$ cat src/rsrb_regs.vh
// register offsets, field positions and bus constants of the radio status register bank
`ifndef RSRB_REGS_VH
`define RSRB_REGS_VH

// status register indices (byte address is four times the index)
`define RSRB_IDX_WAKE_HIGH   8'h36
`define RSRB_IDX_WAKE_LOW    8'h37
`define RSRB_IDX_PKT_STATUS  8'h38
`define RSRB_IDX_SYNTH_DAC   8'h39
`define RSRB_IDX_TX_LEVEL    8'h3a
`define RSRB_IDX_RX_LEVEL    8'h3b
`define RSRB_IDX_OSC_ONE     8'h3c
`define RSRB_IDX_OSC_ZERO    8'h3d
// interrupt registers
`define RSRB_IDX_IRQ_STATUS  8'h3e
`define RSRB_IDX_IRQ_MASK    8'h3f

// packet_and_output_status field positions
`define RSRB_PKT_CRC_OK      7
`define RSRB_PKT_CARRIER     6
`define RSRB_PKT_PREAMBLE    5
`define RSRB_PKT_CLEAR       4
`define RSRB_PKT_SYNC        3
`define RSRB_PKT_OUT_TWO     2
`define RSRB_PKT_OUT_ZERO    0

// fifo level fields
`define RSRB_FLAG_BIT        7
`define RSRB_COUNT_MSB       6

// interrupt status bits
`define RSRB_IRQ_SYNC        0
`define RSRB_IRQ_CRC         1
`define RSRB_IRQ_TX_UNDER    2
`define RSRB_IRQ_RX_OVER     3
`define RSRB_IRQ_WIDTH       4

// reset values
`define RSRB_RST_IRQ_MASK    4'h0
`define RSRB_RST_BYTE        8'h00

// axi responses
`define RSRB_RESP_OKAY       2'b00
`define RSRB_RESP_SLVERR     2'b10

`endif

$ cat src/rsrb_status_bank.v
// radio status register bank with axi4-lite slave and interrupt
//
// Operation
// - The wake timer appears as its high byte at 0x36 and its low byte at 0x37.
// - Bit 7 of packet status shows the last crc match and clears on rx entry or restart.
// - Packet status bits 6 to 3 show carrier sense, preamble quality, clear channel, sync found.
// - Bit 2 of packet status shows the non-inverted level of general output two.
// - Bit 0 of packet status shows the non-inverted level of general output zero.
// - The tx level register holds the underflow flag in bit 7 and the byte count in bits 6-0.
// - The rx level register holds the overflow flag in bit 7 and the byte count in bits 6-0.
// - Two registers hold the 7-bit oscillator calibration results with bit 7 reading zero.
// - A read-only register shows the synth calibration dac setting, for test use.
//
// The implementer's own choice: the AXI4-Lite interface to the registers.
`timescale 1ns/1ps
`include "rsrb_regs.vh"

module rsrb_status_bank (
    input  wire        aclk,
    input  wire        aresetn,
    input  wire        clk_en,
    // axi4-lite slave
    input  wire [31:0] s_axi_awaddr,
    input  wire        s_axi_awvalid,
    output wire        s_axi_awready,
    input  wire [31:0] s_axi_wdata,
    input  wire [3:0]  s_axi_wstrb,
    input  wire        s_axi_wvalid,
    output wire        s_axi_wready,
    output reg  [1:0]  s_axi_bresp,
    output reg         s_axi_bvalid,
    input  wire        s_axi_bready,
    input  wire [31:0] s_axi_araddr,
    input  wire        s_axi_arvalid,
    output wire        s_axi_arready,
    output reg  [31:0] s_axi_rdata,
    output reg  [1:0]  s_axi_rresp,
    output reg         s_axi_rvalid,
    input  wire        s_axi_rready,
    // radio core status
    input  wire [15:0] wake_timer_value,
    input  wire        crc_match_pulse,
    input  wire        rx_entry_pulse,
    input  wire        carrier_sense,
    input  wire        preamble_quality_met,
    input  wire        channel_clear_flag,
    input  wire        sync_found_flag,
    input  wire        general_output_two,
    input  wire        output_two_invert,
    input  wire        general_output_zero,
    input  wire        output_zero_invert,
    input  wire [7:0]  synth_cal_dac_setting,
    input  wire        tx_underflow_flag,
    input  wire [6:0]  tx_byte_count,
    input  wire        rx_overflow_flag,
    input  wire [6:0]  rx_byte_count,
    input  wire [6:0]  osc_cal_result_one,
    input  wire [6:0]  osc_cal_result_zero,
    output wire        irq
);

// =====================================================================
// index decode
// =====================================================================
    // a register index from a byte address; low two bits must be zero
    function [7:0] reg_index;
        input [31:0] addr;
        begin
            reg_index = addr[9:2];
        end
    endfunction

    function addr_ok;
        input [31:0] addr;
        begin
            addr_ok = (addr[1:0] == 2'b00) && (addr[31:10] == 22'h000000);
        end
    endfunction

    // response code from a hit flag, shared by both channels
    function [1:0] resp_of;
        input ok;
        begin
            resp_of = ok ? `RSRB_RESP_OKAY : `RSRB_RESP_SLVERR;
        end
    endfunction

// =====================================================================
// crc match flag
// =====================================================================
    reg crc_ok;
    reg next_crc_ok;

    // rx entry clears
    // entry is checked first so a match in the restart cycle cannot leave a stale flag
    always @* begin
        next_crc_ok = crc_ok;
        if (rx_entry_pulse) begin
            next_crc_ok = 1'b0;
        end else if (crc_match_pulse) begin
            next_crc_ok = 1'b1;
        end
    end

    always @(posedge aclk) begin
        if (!aresetn) begin
            crc_ok <= 1'b0;
        end else if (clk_en) begin
            crc_ok <= next_crc_ok;
        end
    end

// =====================================================================
// live status composition
// =====================================================================
    wire [7:0] pkt_status;
    // every bit but the crc flag and reserved bit 1 is a live view; only the crc flag has storage

    assign pkt_status[`RSRB_PKT_CRC_OK]   = crc_ok;
    assign pkt_status[`RSRB_PKT_CARRIER]  = carrier_sense;
    assign pkt_status[`RSRB_PKT_PREAMBLE] = preamble_quality_met;
    assign pkt_status[`RSRB_PKT_CLEAR]    = channel_clear_flag;
    assign pkt_status[`RSRB_PKT_SYNC]     = sync_found_flag;
    // output two level
    // the pin level arriving here is already inverted; undo it so software sees raw level
    assign pkt_status[`RSRB_PKT_OUT_TWO]  = general_output_two ^ output_two_invert;
    // reserved bit reads zero
    assign pkt_status[1]                  = 1'b0;
    assign pkt_status[`RSRB_PKT_OUT_ZERO] = general_output_zero ^ output_zero_invert;

// =====================================================================
// interrupt status and mask
// =====================================================================
    reg  [`RSRB_IRQ_WIDTH-1:0] irq_status;
    reg  [`RSRB_IRQ_WIDTH-1:0] irq_mask;
    reg  [`RSRB_IRQ_WIDTH-1:0] prev_events;
    wire [`RSRB_IRQ_WIDTH-1:0] events;
    wire [`RSRB_IRQ_WIDTH-1:0] rise;
    wire                       status_read;

    assign events[`RSRB_IRQ_SYNC]     = sync_found_flag;
    assign events[`RSRB_IRQ_CRC]      = crc_ok;
    assign events[`RSRB_IRQ_TX_UNDER] = tx_underflow_flag;
    assign events[`RSRB_IRQ_RX_OVER]  = rx_overflow_flag;
    assign rise = events & ~prev_events;

    genvar gi;
    generate
        for (gi = 0; gi < `RSRB_IRQ_WIDTH; gi = gi + 1) begin : g_irq
            // event history for edge detection; a level held high sets the bit only once
            always @(posedge aclk) begin
                if (!aresetn) begin
                    prev_events[gi] <= 1'b0;
                end else if (clk_en) begin
                    prev_events[gi] <= events[gi];
                end
            end

            // a new edge wins over the read-clear in the same cycle
            always @(posedge aclk) begin
                if (!aresetn) begin
                    irq_status[gi] <= 1'b0;
                end else if (clk_en) begin
                    if (rise[gi]) begin
                        irq_status[gi] <= 1'b1;
                    end else if (status_read) begin
                        irq_status[gi] <= 1'b0;
                    end
                end
            end
        end
    endgenerate

// =====================================================================
// interrupt output
// =====================================================================
    wire [`RSRB_IRQ_WIDTH-1:0] irq_pending;

    // a level output: it stays high until software reads the status or masks the source
    assign irq_pending = irq_status & irq_mask;
    assign irq         = |irq_pending;

// =====================================================================
// axi write channel
// =====================================================================
    // captured address and data wait here until both halves are in
    reg        aw_held;
    reg        w_held;
    reg [31:0] aw_addr;
    reg [3:0]  w_strb;
    reg [31:0] w_data;
    wire       aw_take;
    wire       w_take;
    wire       b_done;
    wire       wr_go;
    wire       wr_ok;
    wire [7:0] wr_idx;
    wire       wr_in_range;
    wire       wr_to_mask;

    // no new address or data is taken while a response waits, so one write is open at most
    assign s_axi_awready = !aw_held && !s_axi_bvalid;
    assign s_axi_wready  = !w_held && !s_axi_bvalid;
    assign aw_take       = s_axi_awvalid && s_axi_awready;
    assign w_take        = s_axi_wvalid && s_axi_wready;
    assign b_done        = s_axi_bvalid && s_axi_bready;
    assign wr_go         = aw_held && w_held && !s_axi_bvalid;
    assign wr_idx        = reg_index(aw_addr);
    assign wr_in_range   = (wr_idx >= `RSRB_IDX_WAKE_HIGH) && (wr_idx <= `RSRB_IDX_IRQ_MASK);
    assign wr_ok         = addr_ok(aw_addr) && wr_in_range;
    assign wr_to_mask    = wr_ok && (wr_idx == `RSRB_IDX_IRQ_MASK) && w_strb[0];

    // address half
    always @(posedge aclk) begin
        if (!aresetn) begin
            aw_held <= 1'b0;
            aw_addr <= 32'h00000000;
        end else if (clk_en) begin
            if (wr_go) begin
                aw_held <= 1'b0;
            end else if (aw_take) begin
                aw_held <= 1'b1;
                aw_addr <= s_axi_awaddr;
            end
        end
    end

    // data half
    always @(posedge aclk) begin
        if (!aresetn) begin
            w_held <= 1'b0;
            w_strb <= 4'h0;
            w_data <= 32'h00000000;
        end else if (clk_en) begin
            if (wr_go) begin
                w_held <= 1'b0;
            end else if (w_take) begin
                w_held <= 1'b1;
                w_strb <= s_axi_wstrb;
                w_data <= s_axi_wdata;
            end
        end
    end

    // response
    always @(posedge aclk) begin
        if (!aresetn) begin
            s_axi_bvalid <= 1'b0;
            s_axi_bresp  <= `RSRB_RESP_OKAY;
        end else if (clk_en) begin
            if (wr_go) begin
                s_axi_bvalid <= 1'b1;
                s_axi_bresp  <= resp_of(wr_ok);
            end else if (b_done) begin
                s_axi_bvalid <= 1'b0;
            end
        end
    end

    // interrupt mask write; status writes ignored
    // status bytes have no storage on the write side, so a stray write cannot disturb them
    always @(posedge aclk) begin
        if (!aresetn) begin
            irq_mask <= `RSRB_RST_IRQ_MASK;
        end else if (clk_en) begin
            if (wr_go && wr_to_mask) begin
                irq_mask <= w_data[`RSRB_IRQ_WIDTH-1:0];
            end
        end
    end

// =====================================================================
// axi read channel
// =====================================================================
    reg  [7:0] rd_byte;
    reg        rd_hit;
    wire       rd_take;
    wire       rd_done;
    wire [7:0] rd_idx;

    // one read at a time: the address is refused while its answer is still unread
    assign s_axi_arready = !s_axi_rvalid;
    assign rd_take       = s_axi_arvalid && s_axi_arready;
    assign rd_done       = s_axi_rvalid && s_axi_rready;
    assign rd_idx        = reg_index(s_axi_araddr);
    // a read of the interrupt status clears it at the edge its value is captured
    assign status_read   = rd_take && addr_ok(s_axi_araddr)
                           && rd_idx == `RSRB_IDX_IRQ_STATUS;

    // combinational select; the captured copy lives in rdata
    always @* begin
        rd_hit  = addr_ok(s_axi_araddr);
        rd_byte = `RSRB_RST_BYTE;
        case (rd_idx)
            `RSRB_IDX_WAKE_HIGH:  rd_byte = wake_timer_value[15:8];
            `RSRB_IDX_WAKE_LOW:   rd_byte = wake_timer_value[7:0];
            `RSRB_IDX_PKT_STATUS: rd_byte = pkt_status;
            `RSRB_IDX_SYNTH_DAC:  rd_byte = synth_cal_dac_setting;
            `RSRB_IDX_TX_LEVEL:   rd_byte = {tx_underflow_flag, tx_byte_count};
            `RSRB_IDX_RX_LEVEL:   rd_byte = {rx_overflow_flag, rx_byte_count};
            `RSRB_IDX_OSC_ONE:    rd_byte = {1'b0, osc_cal_result_one};
            `RSRB_IDX_OSC_ZERO:   rd_byte = {1'b0, osc_cal_result_zero};
            `RSRB_IDX_IRQ_STATUS: rd_byte = {4'h0, irq_status};
            `RSRB_IDX_IRQ_MASK:   rd_byte = {4'h0, irq_mask};
            default:              rd_hit  = 1'b0;
        endcase
    end

    // status is sampled at the address handshake, so counts are live at that edge
    always @(posedge aclk) begin
        if (!aresetn) begin
            s_axi_rvalid <= 1'b0;
        end else if (clk_en) begin
            if (rd_take) begin
                s_axi_rvalid <= 1'b1;
            end else if (rd_done) begin
                s_axi_rvalid <= 1'b0;
            end
        end
    end

    // unmapped or misaligned reads return zero with an error code
    always @(posedge aclk) begin
        if (!aresetn) begin
            s_axi_rdata <= 32'h00000000;
            s_axi_rresp <= `RSRB_RESP_OKAY;
        end else if (clk_en) begin
            if (rd_take) begin
                s_axi_rdata <= rd_hit ? {24'h000000, rd_byte} : 32'h00000000;
                s_axi_rresp <= resp_of(rd_hit);
            end
        end
    end

endmodule

$ cat config.mk
export PLATFORM = sky130hd
export DESIGN_NAME = rsrb_status_bank
export DESIGN_NICKNAME = d
export VERILOG_FILES = /design/src/rsrb_status_bank.v
export VERILOG_INCLUDE_DIRS = /design/src
export SDC_FILE = /design/constraint.sdc
export NUM_CORES = 1
export LEC_CHECK = 0
export ABC_AREA = 1
export BUFFER_PORTS_ARGS = -buffer_cell sky130_fd_sc_hd__buf_2
export CORE_ASPECT_RATIO = 1.4
export CORE_UTILIZATION = 36
export DETAILED_ROUTE_END_ITERATION = 16
export GPL_TIMING_DRIVEN = 0
export MAX_ROUTING_LAYER = met4
export PLACE_DENSITY_LB_ADDON = 0.05
export REMOVE_ABC_BUFFERS = 1
export SYNTH_ARGS = -nofsm -noshare
export SYNTH_HDL_FRONTEND = slang
export SYNTH_SLANG_ARGS = --single-unit
$ cat constraint.sdc
create_clock -name aclk -period 1.5 [get_ports aclk]
set_input_delay 0.3 -clock aclk [delete_from_list [all_inputs] [get_ports aclk]]
set_output_delay 0.3 -clock aclk [all_outputs]
set_load 0.02 [all_outputs]
[After elaboration in Yosys (flattened, before gate mapping)]
Index checks and enable logic that the tools add are counted.
Word-level totals
  logic and storage cells: 110
  input bits: 172
  bits in registers: 90
  output and inout bits: 42
Cells by class
  bitwise operators: 6
  reduce and logical (&&, ||, !) cells: 51
  multiplexer cells: 20
  $lt $le $gt $ge: 2
  equality and inequality tests: 11
Operator list (number)
  $eq A8 B6 Y1 const B: 11
  $pmux W8 S10: 1
  $logic_not A22 Y1: 2
  $reduce_and A2 Y1: 12
  $logic_and A1 B1 Y1: 18
  $reduce_bool A2 Y1: 9
  $mux W1: 16
  $reduce_or A10 Y1: 1
  $and A4 B4 Y4: 2
  $ge A8 B6 Y1 const B: 1
  $le A8 B6 Y1 const B: 1
  $mux W8: 1
  $reduce_and A3 Y1: 2
  $logic_not A1 Y1: 4
  $logic_not A2 Y1: 2
  $mux W2: 2
  $not A4 Y4: 1
  $reduce_or A4 Y1: 1
  $xor A1 B1 Y1: 2
  $not A1 Y1: 1

[Depth between registers and ports, before layout]
Gate-level depths: netlist (run 1).
  word-level depth: 7
  gate-level depth with buffers: 10

[Least setup slack after synthesis (run 1)]
Ideal clock, no wire load.
  kind: register -> register
  from: register s_axi_bvalid
  to: register aw_addr[1]
  arrival time: 1.459 ns
  data required time: 1.435 ns
  setup time: 0.065 ns
  path slack: -0.023 ns
  cell stages (with the launch flop): 7
  clock period less this slack: 1.523 ns
  cells stage by stage: dfxtp_1 -> nor2_1 -> nand3_1 -> inv_1 -> buf_2 -> nor2_1 -> nor2_1
On the way
  word-level cells in the longest chain between the ends: 4
  elaborated cells on any way between the ends: 6
Ends and longest elaborated chain
  from (decl): line rsrb_status_bank.v:31  | output reg s_axi_bvalid,
  from (signal assigned): line rsrb_status_bank.v:248  | s_axi_bvalid <= 1'b0;
  from (signal assigned): line rsrb_status_bank.v:252  | s_axi_bvalid <= 1'b1;
  from (signal assigned): line rsrb_status_bank.v:255  | s_axi_bvalid <= 1'b0;
  $logic_not A1 Y1: line rsrb_status_bank.v:202  | assign s_axi_awready = !aw_held && !s_axi_bvalid;
  $logic_and A1 B1 Y1: line rsrb_status_bank.v:202
  via s_axi_awready: line rsrb_status_bank.v:25  | output wire s_axi_awready,
  $logic_and A1 B1 Y1: line rsrb_status_bank.v:204  | assign aw_take = s_axi_awvalid && s_axi_awready;
  $reduce_and A3 Y1 (no line)
  to (signal assigned): line rsrb_status_bank.v:223  | aw_addr <= s_axi_awaddr;
  to (decl): line rsrb_status_bank.v:189  | reg [31:0] aw_addr;
The timed path passes the listed nets, and every way through them passes these cells.
A chain may end at the register's enable or synchronous reset.

[Final worst setup path (run 1)]
  from: register s_axi_bvalid
  to: output s_axi_awready
On the way
  word-level cells in the longest chain between the ends: 2
Ends and longest elaborated chain (line)
  $logic_not A1 Y1: rsrb_status_bank.v:202
  $logic_and A1 B1 Y1: rsrb_status_bank.v:202
  to (decl): rsrb_status_bank.v:25
Every way passes these cells.

==> results of run 1 <==
[sequential cells by signal, summed over array words and instances, names as in the netlist]
signal / count
irq_mask: 4
w_strb: 1
crc_ok: 1
prev_events: 4
s_axi_bvalid: 1
w_data: 4
aw_held: 1
w_held: 1
s_axi_rdata: 8
irq_status: 4
s_axi_rresp: 1
s_axi_bresp: 1
aw_addr: 32
s_axi_rvalid: 1
[kinds of logic after synthesis]
family / count (synthesis) / synth area share [%]
AO/OA/AOI/OAI: 78 / 10.8
buffers and inverters: 98 / 13.3
flip-flops: 64 / 35.4
other: 1 / 0.104
AND/OR/NAND/NOR: 331 / 40.4
[synth_stat cells]
master                       n
sky130_fd_sc_hd__nor2_1    120
sky130_fd_sc_hd__nand2_1   103
sky130_fd_sc_hd__nand3_1    80
sky130_fd_sc_hd__dfxtp_1    64
sky130_fd_sc_hd__inv_1      48
sky130_fd_sc_hd__o21ai_0    39
sky130_fd_sc_hd__a21oi_1    36
sky130_fd_sc_hd__buf_4      27
sky130_fd_sc_hd__clkbuf_1   11
sky130_fd_sc_hd__buf_2       9
sky130_fd_sc_hd__nand4_1     9
sky130_fd_sc_hd__nor2_4      7
sky130_fd_sc_hd__or2_2       4
sky130_fd_sc_hd__nand2_2     2
sky130_fd_sc_hd__nor2_2      2
sky130_fd_sc_hd__o21ai_1     2
sky130_fd_sc_hd__a211oi_1    1
sky130_fd_sc_hd__buf_1       1
sky130_fd_sc_hd__clkinv_1    1
sky130_fd_sc_hd__conb_1      1
sky130_fd_sc_hd__inv_2       1
sky130_fd_sc_hd__nand3_2     1
sky130_fd_sc_hd__nor2_8      1
sky130_fd_sc_hd__nor3_1      1
sky130_fd_sc_hd__nor4_1      1
[metal layers]
| layer | global-route usage (%) | vias up | wire [um] |
|---|---|---|---|
| li1 | - | 2116 | - |
| met1 | 22.6 | 1789 | 4250 |
| met2 | 38.5 | 119 | 5670 |
| met3 | 3.07 | 12 | 615 |
| met4 | 9.06 | 0 | 197 |
| met5 | - | - | 0 |
[what timing repair did]
action / 4_1_cts / 5_1_grt
endpoints found under the setup margin: 53 / 45
pin swaps: 3 / 7
buffers inserted: 2 / 2
hold endpoints to repair: 0 / 0
gates cloned: 8 / 1
gates resized for setup: 14 / 11
hold buffers: 0 / 0
[area by class of cell]
cell class              instances  area [sq um]
clock buffers                  10           239
clock inverters                 6           115
repair inverters                3          22.5
fillers                      1091          4910
well taps                     135           169
flip-flops and latches         64          1280
multi-input cells             441          2090
repair buffers                160           826
inverters                      50           193
[through the flow]
stage                     TNS [ns]  hold slack (ns)
after floorplan             -27.64            0.396
after global placement      -50.86            0.438
after detailed placement    -51.74            0.438
after CTS                  -0.0302            0.145
after global routing      -0.00641            0.174
final                            0            0.162
[report_power, final]
part | internal, W | total, W | switching, W
sequential | 0.00180 | 0.00184 | 0.0000472
clock | 0.00168 | 0.00243 | 0.000756
combinational | 0.000261 | 0.000681 | 0.000419
total | 0.00373 | 0.00496 | 0.00122
[worst paths after layout]
| check | startpoint | end | slack [ns] |
|---|---|---|---|
| worst min-delay path | rx_entry_pulse | crc_ok$_SDFFE_PN0P_ | 0.16 |
| worst min register to register | w_data[1]$_SDFFE_PN0P_ | w_data[1]$_SDFFE_PN0P_ | 0.44 |
| worst max register to register | s_axi_rvalid$_SDFFE_PN0P_ | s_axi_rdata[3]$_SDFFE_PN0P_ | 0.15 |
| worst max-delay path | s_axi_bvalid$_SDFFE_PN0P_ | s_axi_awready | 0.09 |
==> impl_summary.txt, run 1 <==
----------------------------------------------------
[Logic synthesis]
  Number of warning messages in the yosys log ... 0
  Seq cells post-synth ... 64
  Post-Syn Instances ... 572
  Share of Yosys cell area claimed by the top area cell type ... 35.4%
  Sequential fraction of the synthesis area ... 35.4%
  Unique cell type count in the Yosys netlist ... 25
  Cell taking the most area after synthesis ... sky130_fd_sc_hd__dfxtp_1
  Ranking of synthesized cells by area ... sky130_fd_sc_hd__dfxtp_1, sky130_fd_sc_hd__nor2_1, sky130_fd_sc_hd__nand3_1
  Synthesized area per cell ... 6.33 sq um
  Cell area after technology mapping ... 0.00362 sq mm

[Worst setup path]
  CP Capture Type ... output port
  Worst path bufs/invs ... 1
  Required arrival time at the worst endpoint ... 1.20 ns
  CP Class ... reg -> out
  Arrival time at the worst endpoint ... 1.11 ns
  Cell breakdown of the critical path ... nor2_4 > buf_2
  Maximum fanout count along the critical path ... 5
  Worst reg2reg path depth ... 7
  CP max stage cell ... sky130_fd_sc_hd__dfxtp_1
  Cell class contributing the biggest share of worst-path delay ... flip-flops
  Critical path depth ... 2
  Worst path max stage delay ... 0.36 ns
  Critical Path Source Type ... flop

[Power and ir drop]
  VDD IR max ... 0.000660 V
  P_leak ... 2.43 nW
  Total power per unit cell area ... 1000 mW/mm^2
  Total power after layout ... 0.00496 W

[Clocking]
  Number of buffers added by the clock tree synthesis step ... 9
  Post-CTS clock slew at the launch and capture registers of the worst setup and hold paths ... 0.06 ns
  Clock Latency Late Sink ... 0.32 ns
  TritonCTS Sinks ... 64
  CTS root buffer ... sky130_fd_sc_hd__clkbuf_16
  Deepest level of the CTS H-tree ... 3
  Clock tree buffer depth ... 2
  Clock tree from TritonCTS ... yes

[Placement]
  HPWL reported at the end of detailed placement ... 7440 um
  Post-Place Cell Area ... 0.00437 sq mm
  Setup Slack @ Placement ... -1.31 ns
  GPL Wtd Cong ... 0.790
  Placed Instances ... 840
  Number of buffers added on ports ... 156

[Timing]
  Count of final setup violators ... 0
  Clock Skew ... 0.00614 ns
  Final critical-path share of the clock period ... 94.3%
  Minimum clock period after layout ... 1.41 ns
  Setup slack after layout ... 0.0860 ns
  Maximum clock rate ... 0.707 GHz
  Final number of hold-violating endpoints ... 0
  Final max-slew violation count ... 0

[Drt]
  Final WL ... 10,700 um
  Avg WL per Cell ... 12.4 um
  ANT nets after route ... 0
  Total vias in the final route ... 4,036
  Mean number of vias per cell ... 4.64
  DRC viols ... 0
  Iteration count of the initial detailed-routing pass ... 4
  Detailed router's first-iteration violation count ... 113

[Cells and area]
  Commonest cells after routing, fill and taps aside ... sky130_fd_sc_hd__buf_2, sky130_fd_sc_hd__nor2_1, sky130_fd_sc_hd__nand2_1
  Layout Area Growth over Synthesis ... 36.2%
  Post-route non-filler standard cell count ... 869
  Share of layout cells above drive strength 1 ... 29.2%
  Antenna diode count ... 0
  Net count reported at finish ... 901
  Share of the core filled with cells in the final layout ... 50.1%
  Most common library cell in the layout ignoring fill and taps ... sky130_fd_sc_hd__buf_2
  Area of all placed cells without fillers ... 0.00493 sq mm

[Floorplan]
  Initial core utilization ... 36.8%
  Die W ... 86.8 um
  Overall die area ... 0.0105 sq mm
  Number of primary I/O pins ... 214
  Number of placement rows ... 43
  Die Y ... 121 um
  Placeable core area ... 0.00985 sq mm

[Min path]
  Number of cells traversed by the worst hold path ... 2
  Class of the tightest hold or removal check ... in -> reg

[Job]
  Total of max-cap violations ... 0

[GRT]
  GR Overflow Total ... 0
  Maximum number of pins on one net before global-route repair ... 46
  Global router's overall resource usage ... 21.2%
  First-pass GRT wire length ... 16,700 um
  Vias in the first global route ... 3,664
  Number of antenna violations at the first check in global routing ... 0

[Run status]
  Outcome ... finished, final reports clean

----------------------------------------------------
(Power assumes the default switching activity.)
==> run 2: changes to the inputs <==
--- a/config.mk
+++ b/config.mk
@@ -6,7 +6,6 @@
 export SDC_FILE = /design/constraint.sdc
 export NUM_CORES = 1
 export LEC_CHECK = 0
-export ABC_AREA = 1
 export BUFFER_PORTS_ARGS = -buffer_cell sky130_fd_sc_hd__buf_2
 export CORE_ASPECT_RATIO = 1.4
 export CORE_UTILIZATION = 36
==> run 2 against run 1 <==
Net effect:
- first-iteration DRC count down 20%
- power down 6.6%
- worst setup slack worse by 0.051 ns
- clock power down 14%
- synthesized area down 1.3%
- register-to-register slack worse by 0.11 ns
- sequential share of layout area up 0.94 points
- non-clock buffer count up 3
- largest power group unchanged
- final cell count down 18%
- sequential cell count unchanged
- clock skew down 0.0016 ns
==> impl_summary.txt, run 2 <==
----------------------------------------------------
[Timing]
  Final max-slew violation count ... 0
  Minimum clock period after layout ... 1.46 ns
  Count of final setup violators ... 0
  Slew HR ... 62.2%
  Maximum clock rate ... 0.683 GHz
  Setup repair after global routing missed its margin ... true
  Summed negative setup slack over all endpoints ... 0 ns
  Final critical-path share of the clock period ... 97.7%
  Final number of hold-violating endpoints ... 0
  Transition time of the tightest slew-check pin ... 0.566 ns
  Setup slack after layout ... 0.0351 ns
  Clock Skew ... 0.00452 ns

[Worst setup path]
  Arrival time at the worst endpoint ... 1.72 ns
  Required arrival time at the worst endpoint ... 1.76 ns
  CP Class ... reg -> reg
  Cell class contributing the biggest share of worst-path delay ... simple AND/OR/NAND/NOR gates
  Worst path max stage delay ... 0.34 ns
  CP max stage cell ... sky130_fd_sc_hd__dfxtp_2
  Cell breakdown of the critical path ... and2b_2 > nand3_4 > nor4_4 > buf_4 > nand3_1 > o21ai_1
  Critical Path Source Type ... flop
  Maximum fanout count along the critical path ... 8
  CP Capture Type ... flop
  Worst path bufs/invs ... 1

[Drt]
  Final WL ... 9720 um
  Total vias in the final route ... 3,411
  ANT nets after route ... 0
  DRC viols ... 0
  Iteration count of the initial detailed-routing pass ... 4
  Detailed router's first-iteration violation count ... 90
  Avg WL per Cell ... 13.7 um
  Mean number of vias per cell ... 4.81

[Power and ir drop]
  VDD IR max ... 0.000675 V
  Total power per unit cell area ... 970 mW/mm^2
  Power Internal ... 0.00348 W
  Switching power as a share of total power ... 24.8%
  Share of total power in combinational logic ... 15.3%
  Reported net switching power ... 0.00115 W
  Part of the total power dissipated in the clock network ... 45.1%
  Share of total power in sequential cells ... 39.6%
  P_leak ... 2.05 nW

[Clocking]
  TritonCTS Sinks ... 64
  Post-CTS clock slew at the launch and capture registers of the worst setup and hold paths ... 0.05 ns
  Clock Latency Late Sink ... 0.33 ns
  Deepest level of the CTS H-tree ... 3
  CTS root buffer ... sky130_fd_sc_hd__clkbuf_16
  Clock tree from TritonCTS ... yes
  Number of buffers added to fix hold violations after cts ... 0
  Clock tree buffer depth ... 2
  Number of buffers added by the clock tree synthesis step ... 9

[GRT]
  First-pass GRT wire length ... 14,700 um
  Number of antenna violations at the first check in global routing ... 0
  GR Overflow Total ... 0
  Global router's overall resource usage ... 18.6%
  Maximum number of pins on one net before global-route repair ... 64
  Vias in the first global route ... 3,213

[Floorplan]
  Die W ... 86.2 um
  Number of primary I/O pins ... 214
  Number of placement rows ... 42
  Overall die area ... 0.0103 sq mm
  Initial core utilization ... 37.4%
  Placeable core area ... 0.00956 sq mm
  Die Y ... 120 um

[Job]
  Total of max-cap violations ... 0

[Placement]
  HPWL reported at the end of detailed placement ... 6810 um
  GPL Wtd Cong ... 0.786
  Setup Slack @ Placement ... -0.761 ns
  Number of buffers added on ports ... 156

[Logic synthesis]
  Synthesized area per cell ... 8.45 sq um
  Async SR Flop Fraction ... 0%
  Post-synthesis share of cell area spent on xor and xnor gates ... 0.490%
  Share of Yosys cell area claimed by the top area cell type ... 35.8%
  Simple-Gate Fraction of Synth Area ... 26.6%
  Number of warning messages in the yosys log ... 0
  Sequential fraction of the synthesis area ... 35.8%
  Seq cells post-synth ... 64
  Compound-Gate Fraction of Synth Area ... 18.0%
  Count of flip-flops with a built-in enable after synthesis ... 0
  Cell area after technology mapping ... 0.00357 sq mm
  Dominant cell by count in the synthesized netlist ... sky130_fd_sc_hd__nand2_1
  Ranking of synthesized cells by area ... sky130_fd_sc_hd__dfxtp_1, sky130_fd_sc_hd__nand2_1, sky130_fd_sc_hd__a21boi_0
  Top cells by count, synth ... sky130_fd_sc_hd__nand2_1, sky130_fd_sc_hd__dfxtp_1, sky130_fd_sc_hd__a21boi_0, sky130_fd_sc_hd__buf_4, sky130_fd_sc_hd__mux2i_1
  Adder-Cell Fraction of Synth Area ... 0%
  Unique cell type count in the Yosys netlist ... 60
  Proportion of synthesized area in mux cells ... 8.93%
  Predominant post-synthesis flop cell ... sky130_fd_sc_hd__dfxtp_1
  Main combinational cell family by area after synthesis ... simple AND/OR/NAND/NOR gates
  Post-Syn Instances ... 423
  Cell taking the most area after synthesis ... sky130_fd_sc_hd__dfxtp_1

[Cells and area]
  Net count reported at finish ... 744
  Flip-flop count of the largest register, all copies and words added ... 32
  Layout Area Growth over Synthesis ... 33.6%
  Largest regs ... aw_addr x32, s_axi_rdata x8
  Most common library cell in the layout ignoring fill and taps ... sky130_fd_sc_hd__buf_2
  Commonest cells after routing, fill and taps aside ... sky130_fd_sc_hd__buf_2, sky130_fd_sc_hd__nand2_1, sky130_fd_sc_hd__dfxtp_1
  Register with the most flip-flops ... aw_addr
  Fill cell instance count of the final layout ... 979
  Share of layout cells above drive strength 1 ... 37.6%
  Antenna diode count ... 0

[Min path]
  Class of the tightest hold or removal check ... in -> reg

[Run status]
  Outcome ... finished, final reports clean

----------------------------------------------------
-- run 2: changes by cell type after synthesis, sizes merged, moves of 15 or more --
cell / previous run / this run
inv: 49 / 7
a21boi: 0 / 37
mux2i: 0 / 15
nor2: 130 / 14
a21oi: 36 / 7
o21ai: 41 / 15
nand3: 81 / 14
-- run 2: worst paths after layout --
kind | from | end | slack (ns) | cells after the start
worst max-delay path | s_axi_bvalid$_SDFFE_PN0P_ | irq_mask[1]$_SDFFE_PN0P_ | 0.04 | 6
worst min-delay path | crc_match_pulse | crc_ok$_SDFFE_PN0P_ | 0.21 | 3
worst max register to register | s_axi_bvalid$_SDFFE_PN0P_ | irq_mask[1]$_SDFFE_PN0P_ | 0.04 | 6
worst min register to register | s_axi_rdata[1]$_SDFFE_PN0P_ | s_axi_rdata[1]$_SDFFE_PN0P_ | 0.45 | 2
-- run 2: power groups by stage --
stage	clock [W]	combinational (W)	sequential, W
final	0.00209	0.000710	0.00183
after global placement	0	0.000649	0.00186
after global routing	0.00221	0.000783	0.00184
after detailed placement	0	0.000657	0.00186
after CTS	0.00214	0.000683	0.00183
after floorplan	0	0.000338	0.00185
-- run 2: worst min-delay path, cell delays in order --
cell and delay, ns:
sky130_fd_sc_hd__buf_2 0.08, sky130_fd_sc_hd__a21oi_1 0.05, sky130_fd_sc_hd__nor2_1 0.07
-- run 2: final cells by class --
cell class,count,area (sq um),area share [%]
clock buffers,13,260,5.45
clock inverters,3,40.0,0.838
inverters,7,26.3,0.550
multi-input cells,327,2150,45.0
flip-flops and latches,64,1290,26.9
well taps,132,165,3.46
repair buffers,163,848,17.8
-- run 2: kinds of logic after synthesis --
family / count (synthesis)
and+or+nand+nor: 182
AOI/OAI and AO/OA: 89
DFF: 64
buffers and inverters: 59
muxes: 26
xor gates and xnor gates: 2
other: 1
-- run 2: metal layers --
metal	global-route usage [%]	wire [um]	up-vias
met5	-	0	-
li1	-	-	1740
met4	6.88	126	0
met2	32.2	4840	118
met3	3.65	537	10
met1	21.1	4210	1543
-- run 2: stage by stage --
stage	utilization [%]	cell area [sq um]	std cells	total power (W)	hold slack (ns)
2_1_floorplan	-	3330	396	0.00219	0.419
5_1_grt	49.9	4780	709	0.00483	0.223
4_1_cts	48.8	4670	707	0.00465	0.203
6_report	49.9	4780	709	0.00463	0.210
3_3_place_gp	44.8	4280	684	0.00251	0.437
3_5_place_dp	44.8	4280	684	0.00252	0.445
-- run 2: what timing repair did --
action | 4_1_cts | 5_1_grt
resized for setup | 12 | 18
pin swaps | 6 | 4
buffers inserted | 6 | 1
endpoints found under the setup margin | 45 | 45
gates cloned | 1 | 1
==> run 3: changes to the inputs <==
--- a/config.mk
+++ b/config.mk
@@ -6,9 +6,10 @@
 export SDC_FILE = /design/constraint.sdc
 export NUM_CORES = 1
 export LEC_CHECK = 0
+export ABC_AREA = 1
 export BUFFER_PORTS_ARGS = -buffer_cell sky130_fd_sc_hd__buf_2
 export CORE_ASPECT_RATIO = 1.4
-export CORE_UTILIZATION = 36
+export CORE_UTILIZATION = 44
 export DETAILED_ROUTE_END_ITERATION = 16
 export GPL_TIMING_DRIVEN = 0
 export MAX_ROUTING_LAYER = met4
==> constraint.sdc (replaced) <==
create_clock -name aclk -period 1.6 [get_ports aclk]
set_input_delay 0.32 -clock aclk [delete_from_list [all_inputs] [get_ports aclk]]
set_output_delay 0.32 -clock aclk [all_outputs]
set_load 0.02 [all_outputs]
==> run 3 against run 2 <==
Net effect:
- sequential power fell by 5%
- sequential share of layout area shrank 0.16 points
- cell area grew 0.21%
- largest cell class unchanged
==> impl_summary.txt, run 3 (same netlist as run 1, synthesis figures left out) <==
----------------------------------------------------
[Run status]
  Outcome ... finished, final reports clean

[Clocking]
  Clock tree buffer depth ... 2
  Number of buffers added to fix hold violations after cts ... 0
  TritonCTS Sinks ... 64
  Number of buffers added by the clock tree synthesis step ... 9
  CTS root buffer ... sky130_fd_sc_hd__clkbuf_8
  Deepest level of the CTS H-tree ... 3
  Post-CTS clock slew at the launch and capture registers of the worst setup and hold paths ... 0.07 ns
  Clock Latency Late Sink ... 0.33 ns
  Clock tree from TritonCTS ... yes

[Cells and area]
  Net count reported at finish ... 903
  Most common library cell in the layout ignoring fill and taps ... sky130_fd_sc_hd__buf_2
  Flip-flop count of the largest register, all copies and words added ... 32
  Post-route non-filler standard cell count ... 836
  Commonest cells after routing, fill and taps aside ... sky130_fd_sc_hd__buf_2, sky130_fd_sc_hd__nor2_1, sky130_fd_sc_hd__nand2_1
  Layout Area Growth over Synthesis ... 32.1%
  Antenna diode count ... 0
  Register with the most flip-flops ... aw_addr
  Fill cell instance count of the final layout ... 779
  Share of the core filled with cells in the final layout ... 61.0%
  Largest regs ... aw_addr x32, s_axi_rdata x8
  Share of layout cells above drive strength 1 ... 28.7%
  Area of all placed cells without fillers ... 0.00479 sq mm

[Floorplan]
  Placeable core area ... 0.00785 sq mm
  Die W ... 78.7 um
  Overall die area ... 0.00860 sq mm
  Initial core utilization ... 46.2%
  Number of placement rows ... 38
  Die Y ... 109 um
  Number of primary I/O pins ... 214

[Drt]
  Total vias in the final route ... 4,030
  DRC viols ... 0
  Avg WL per Cell ... 12.1 um
  ANT nets after route ... 0
  Final WL ... 10,100 um
  Iteration count of the initial detailed-routing pass ... 5
  Detailed router's first-iteration violation count ... 164
  Mean number of vias per cell ... 4.82

[Timing]
  Clock Skew ... 0.00948 ns
  Setup repair after global routing missed its margin ... false
  Summed negative setup slack over all endpoints ... 0 ns
  Final number of hold-violating endpoints ... 0
  Final critical-path share of the clock period ... 91.7%
  Maximum clock rate ... 0.682 GHz
  Minimum clock period after layout ... 1.47 ns
  Slew HR ... 55.1%
  Transition time of the tightest slew-check pin ... 0.673 ns
  Count of final setup violators ... 0
  Final max-slew violation count ... 0

[Min path]
  Hold EP ... crc_ok$_SDFFE_PN0P_
  Class of the tightest hold or removal check ... in -> reg
  Number of cells traversed by the worst hold path ... 2
  Hold Startpoint ... rx_entry_pulse

[GRT]
  Vias in the first global route ... 3,443
  Maximum number of pins on one net before global-route repair ... 46
  Global router's overall resource usage ... 23.5%
  First-pass GRT wire length ... 15,300 um
  Number of antenna violations at the first check in global routing ... 0
  GR Overflow Total ... 0

[Worst setup path]
  Arrival time at the worst endpoint ... 1.72 ns
  Critical Path Source Type ... primary input
  Crit path top cell by count ... sky130_fd_sc_hd__nand2_1
  Worst reg2reg path depth ... 7
  CP max stage cell ... sky130_fd_sc_hd__nor2_2
  Worst path max stage delay ... 0.34 ns
  Cell breakdown of the critical path ... buf_2 > inv_1 > nand2_1 > nor2_2 > o21ai_1 > nand2_1 > nor2_2 > nor2_8 > nand2_1 > a21oi_1
  Worst reg2reg path startpoint ... s_axi_rvalid$_SDFFE_PN0P_
  CP Class ... in -> reg
  CP Capture Type ... flop
  Required arrival time at the worst endpoint ... 1.85 ns
  R2R Path End ... s_axi_rdata[4]$_SDFFE_PN0P_
  Setup slack of the most critical reg-to-reg path ... 0.17 ns
  Maximum fanout count along the critical path ... 9

[Placement]
  Post-Place Cell Area ... 0.00433 sq mm
  HPWL reported at the end of detailed placement ... 7070 um
  GPL Wtd Cong ... 0.852
  Placed Instances ... 805
  Number of buffers added on ports ... 156

[Power and ir drop]
  Total power per unit cell area ... 850 mW/mm^2
  P_leak ... 2.39 nW
  VDD IR max ... 0.000874 V

[Job]
  Total of max-cap violations ... 0

----------------------------------------------------
[run 3: how the worst max path moves through the flow]
| stage | from | to | slack, ns | cells past startpoint |
|---|---|---|---|---|
| floorplan | s_axi_bvalid$_SDFFE_PN0P_ | aw_addr[0]$_SDFFE_PN0P_ | -0.71 | 5 |
| global placement | clk_en | aw_addr[0]$_SDFFE_PN0P_ | -1.10 | 5 |
| detailed placement | clk_en | aw_addr[20]$_SDFFE_PN0P_ | -1.10 | 5 |
| CTS | aresetn | crc_ok$_SDFFE_PN0P_ | 0.009 | 3 |
| global route | aw_held$_SDFFE_PN0P_ | irq_mask[2]$_SDFFE_PN0P_ | 0.01 | 8 |
| finish | s_axi_araddr[8] | s_axi_rdata[4]$_SDFFE_PN0P_ | 0.13 | 10 |
[run 3: power breakdown]
part	leakage [nW]	switching (W)	internal [W]
clock network	0.126	0.000596	0.00112
registers	0.525	0.0000449	0.00168
logic	1.74	0.000381	0.000249
total	2.39	0.00102	0.00305
[run 3: final cells by class]
type,instances,area [sq um],area share (%)
Clock buffer,11,151,3.16
Clock inverter,5,103,2.14
Inverter,50,195,4.08
Multi-Input combinational cell,440,2050,42.8
Sequential cell,64,1280,26.8
Tap cell,100,125,2.61
Timing Repair Buffer,164,866,18.1
Timing Repair inverter,2,15.0,0.314
[run 3: worst max-delay path: cells and delay by family]
| family | cells | cell delay, ns |
|---|---|---|
| AND/OR/NAND/NOR | 6 | 1.03 |
| AO/OA/AOI/OAI | 2 | 0.23 |
| buffers and inverters | 2 | 0.14 |
[run 3: timing repair]
item	4_1_cts	5_1_grt
gates resized for setup	9	6
endpoints found under the setup margin	42	49
setup buffers	5	3
pin swaps	3	4
endpoints found under the hold margin	0	0
cloned	5	2
[run 3: metal layers]
layer	part of all wire [%]	vias to the layer above	wire length, um	track usage, %
li1	-	2111	-	-
met5	0	-	0	-
met2	52	132	5230	41.2
met3	6.0	13	607	5.39
met1	40	1774	4070	25.2
met4	2.4	0	240	10.4
[run 3: per-stage QoR]
step	power, W	setup WS, ns	hold WS (ns)
5_1_grt	0.00427	0.0109	0.156
4_1_cts	0.00409	0.00947	0.160
3_3_place_gp	0.00232	-1.10	0.436
2_1_floorplan	0.00207	-0.707	0.416
6_report	0.00407	0.133	0.174
3_5_place_dp	0.00234	-1.10	0.437
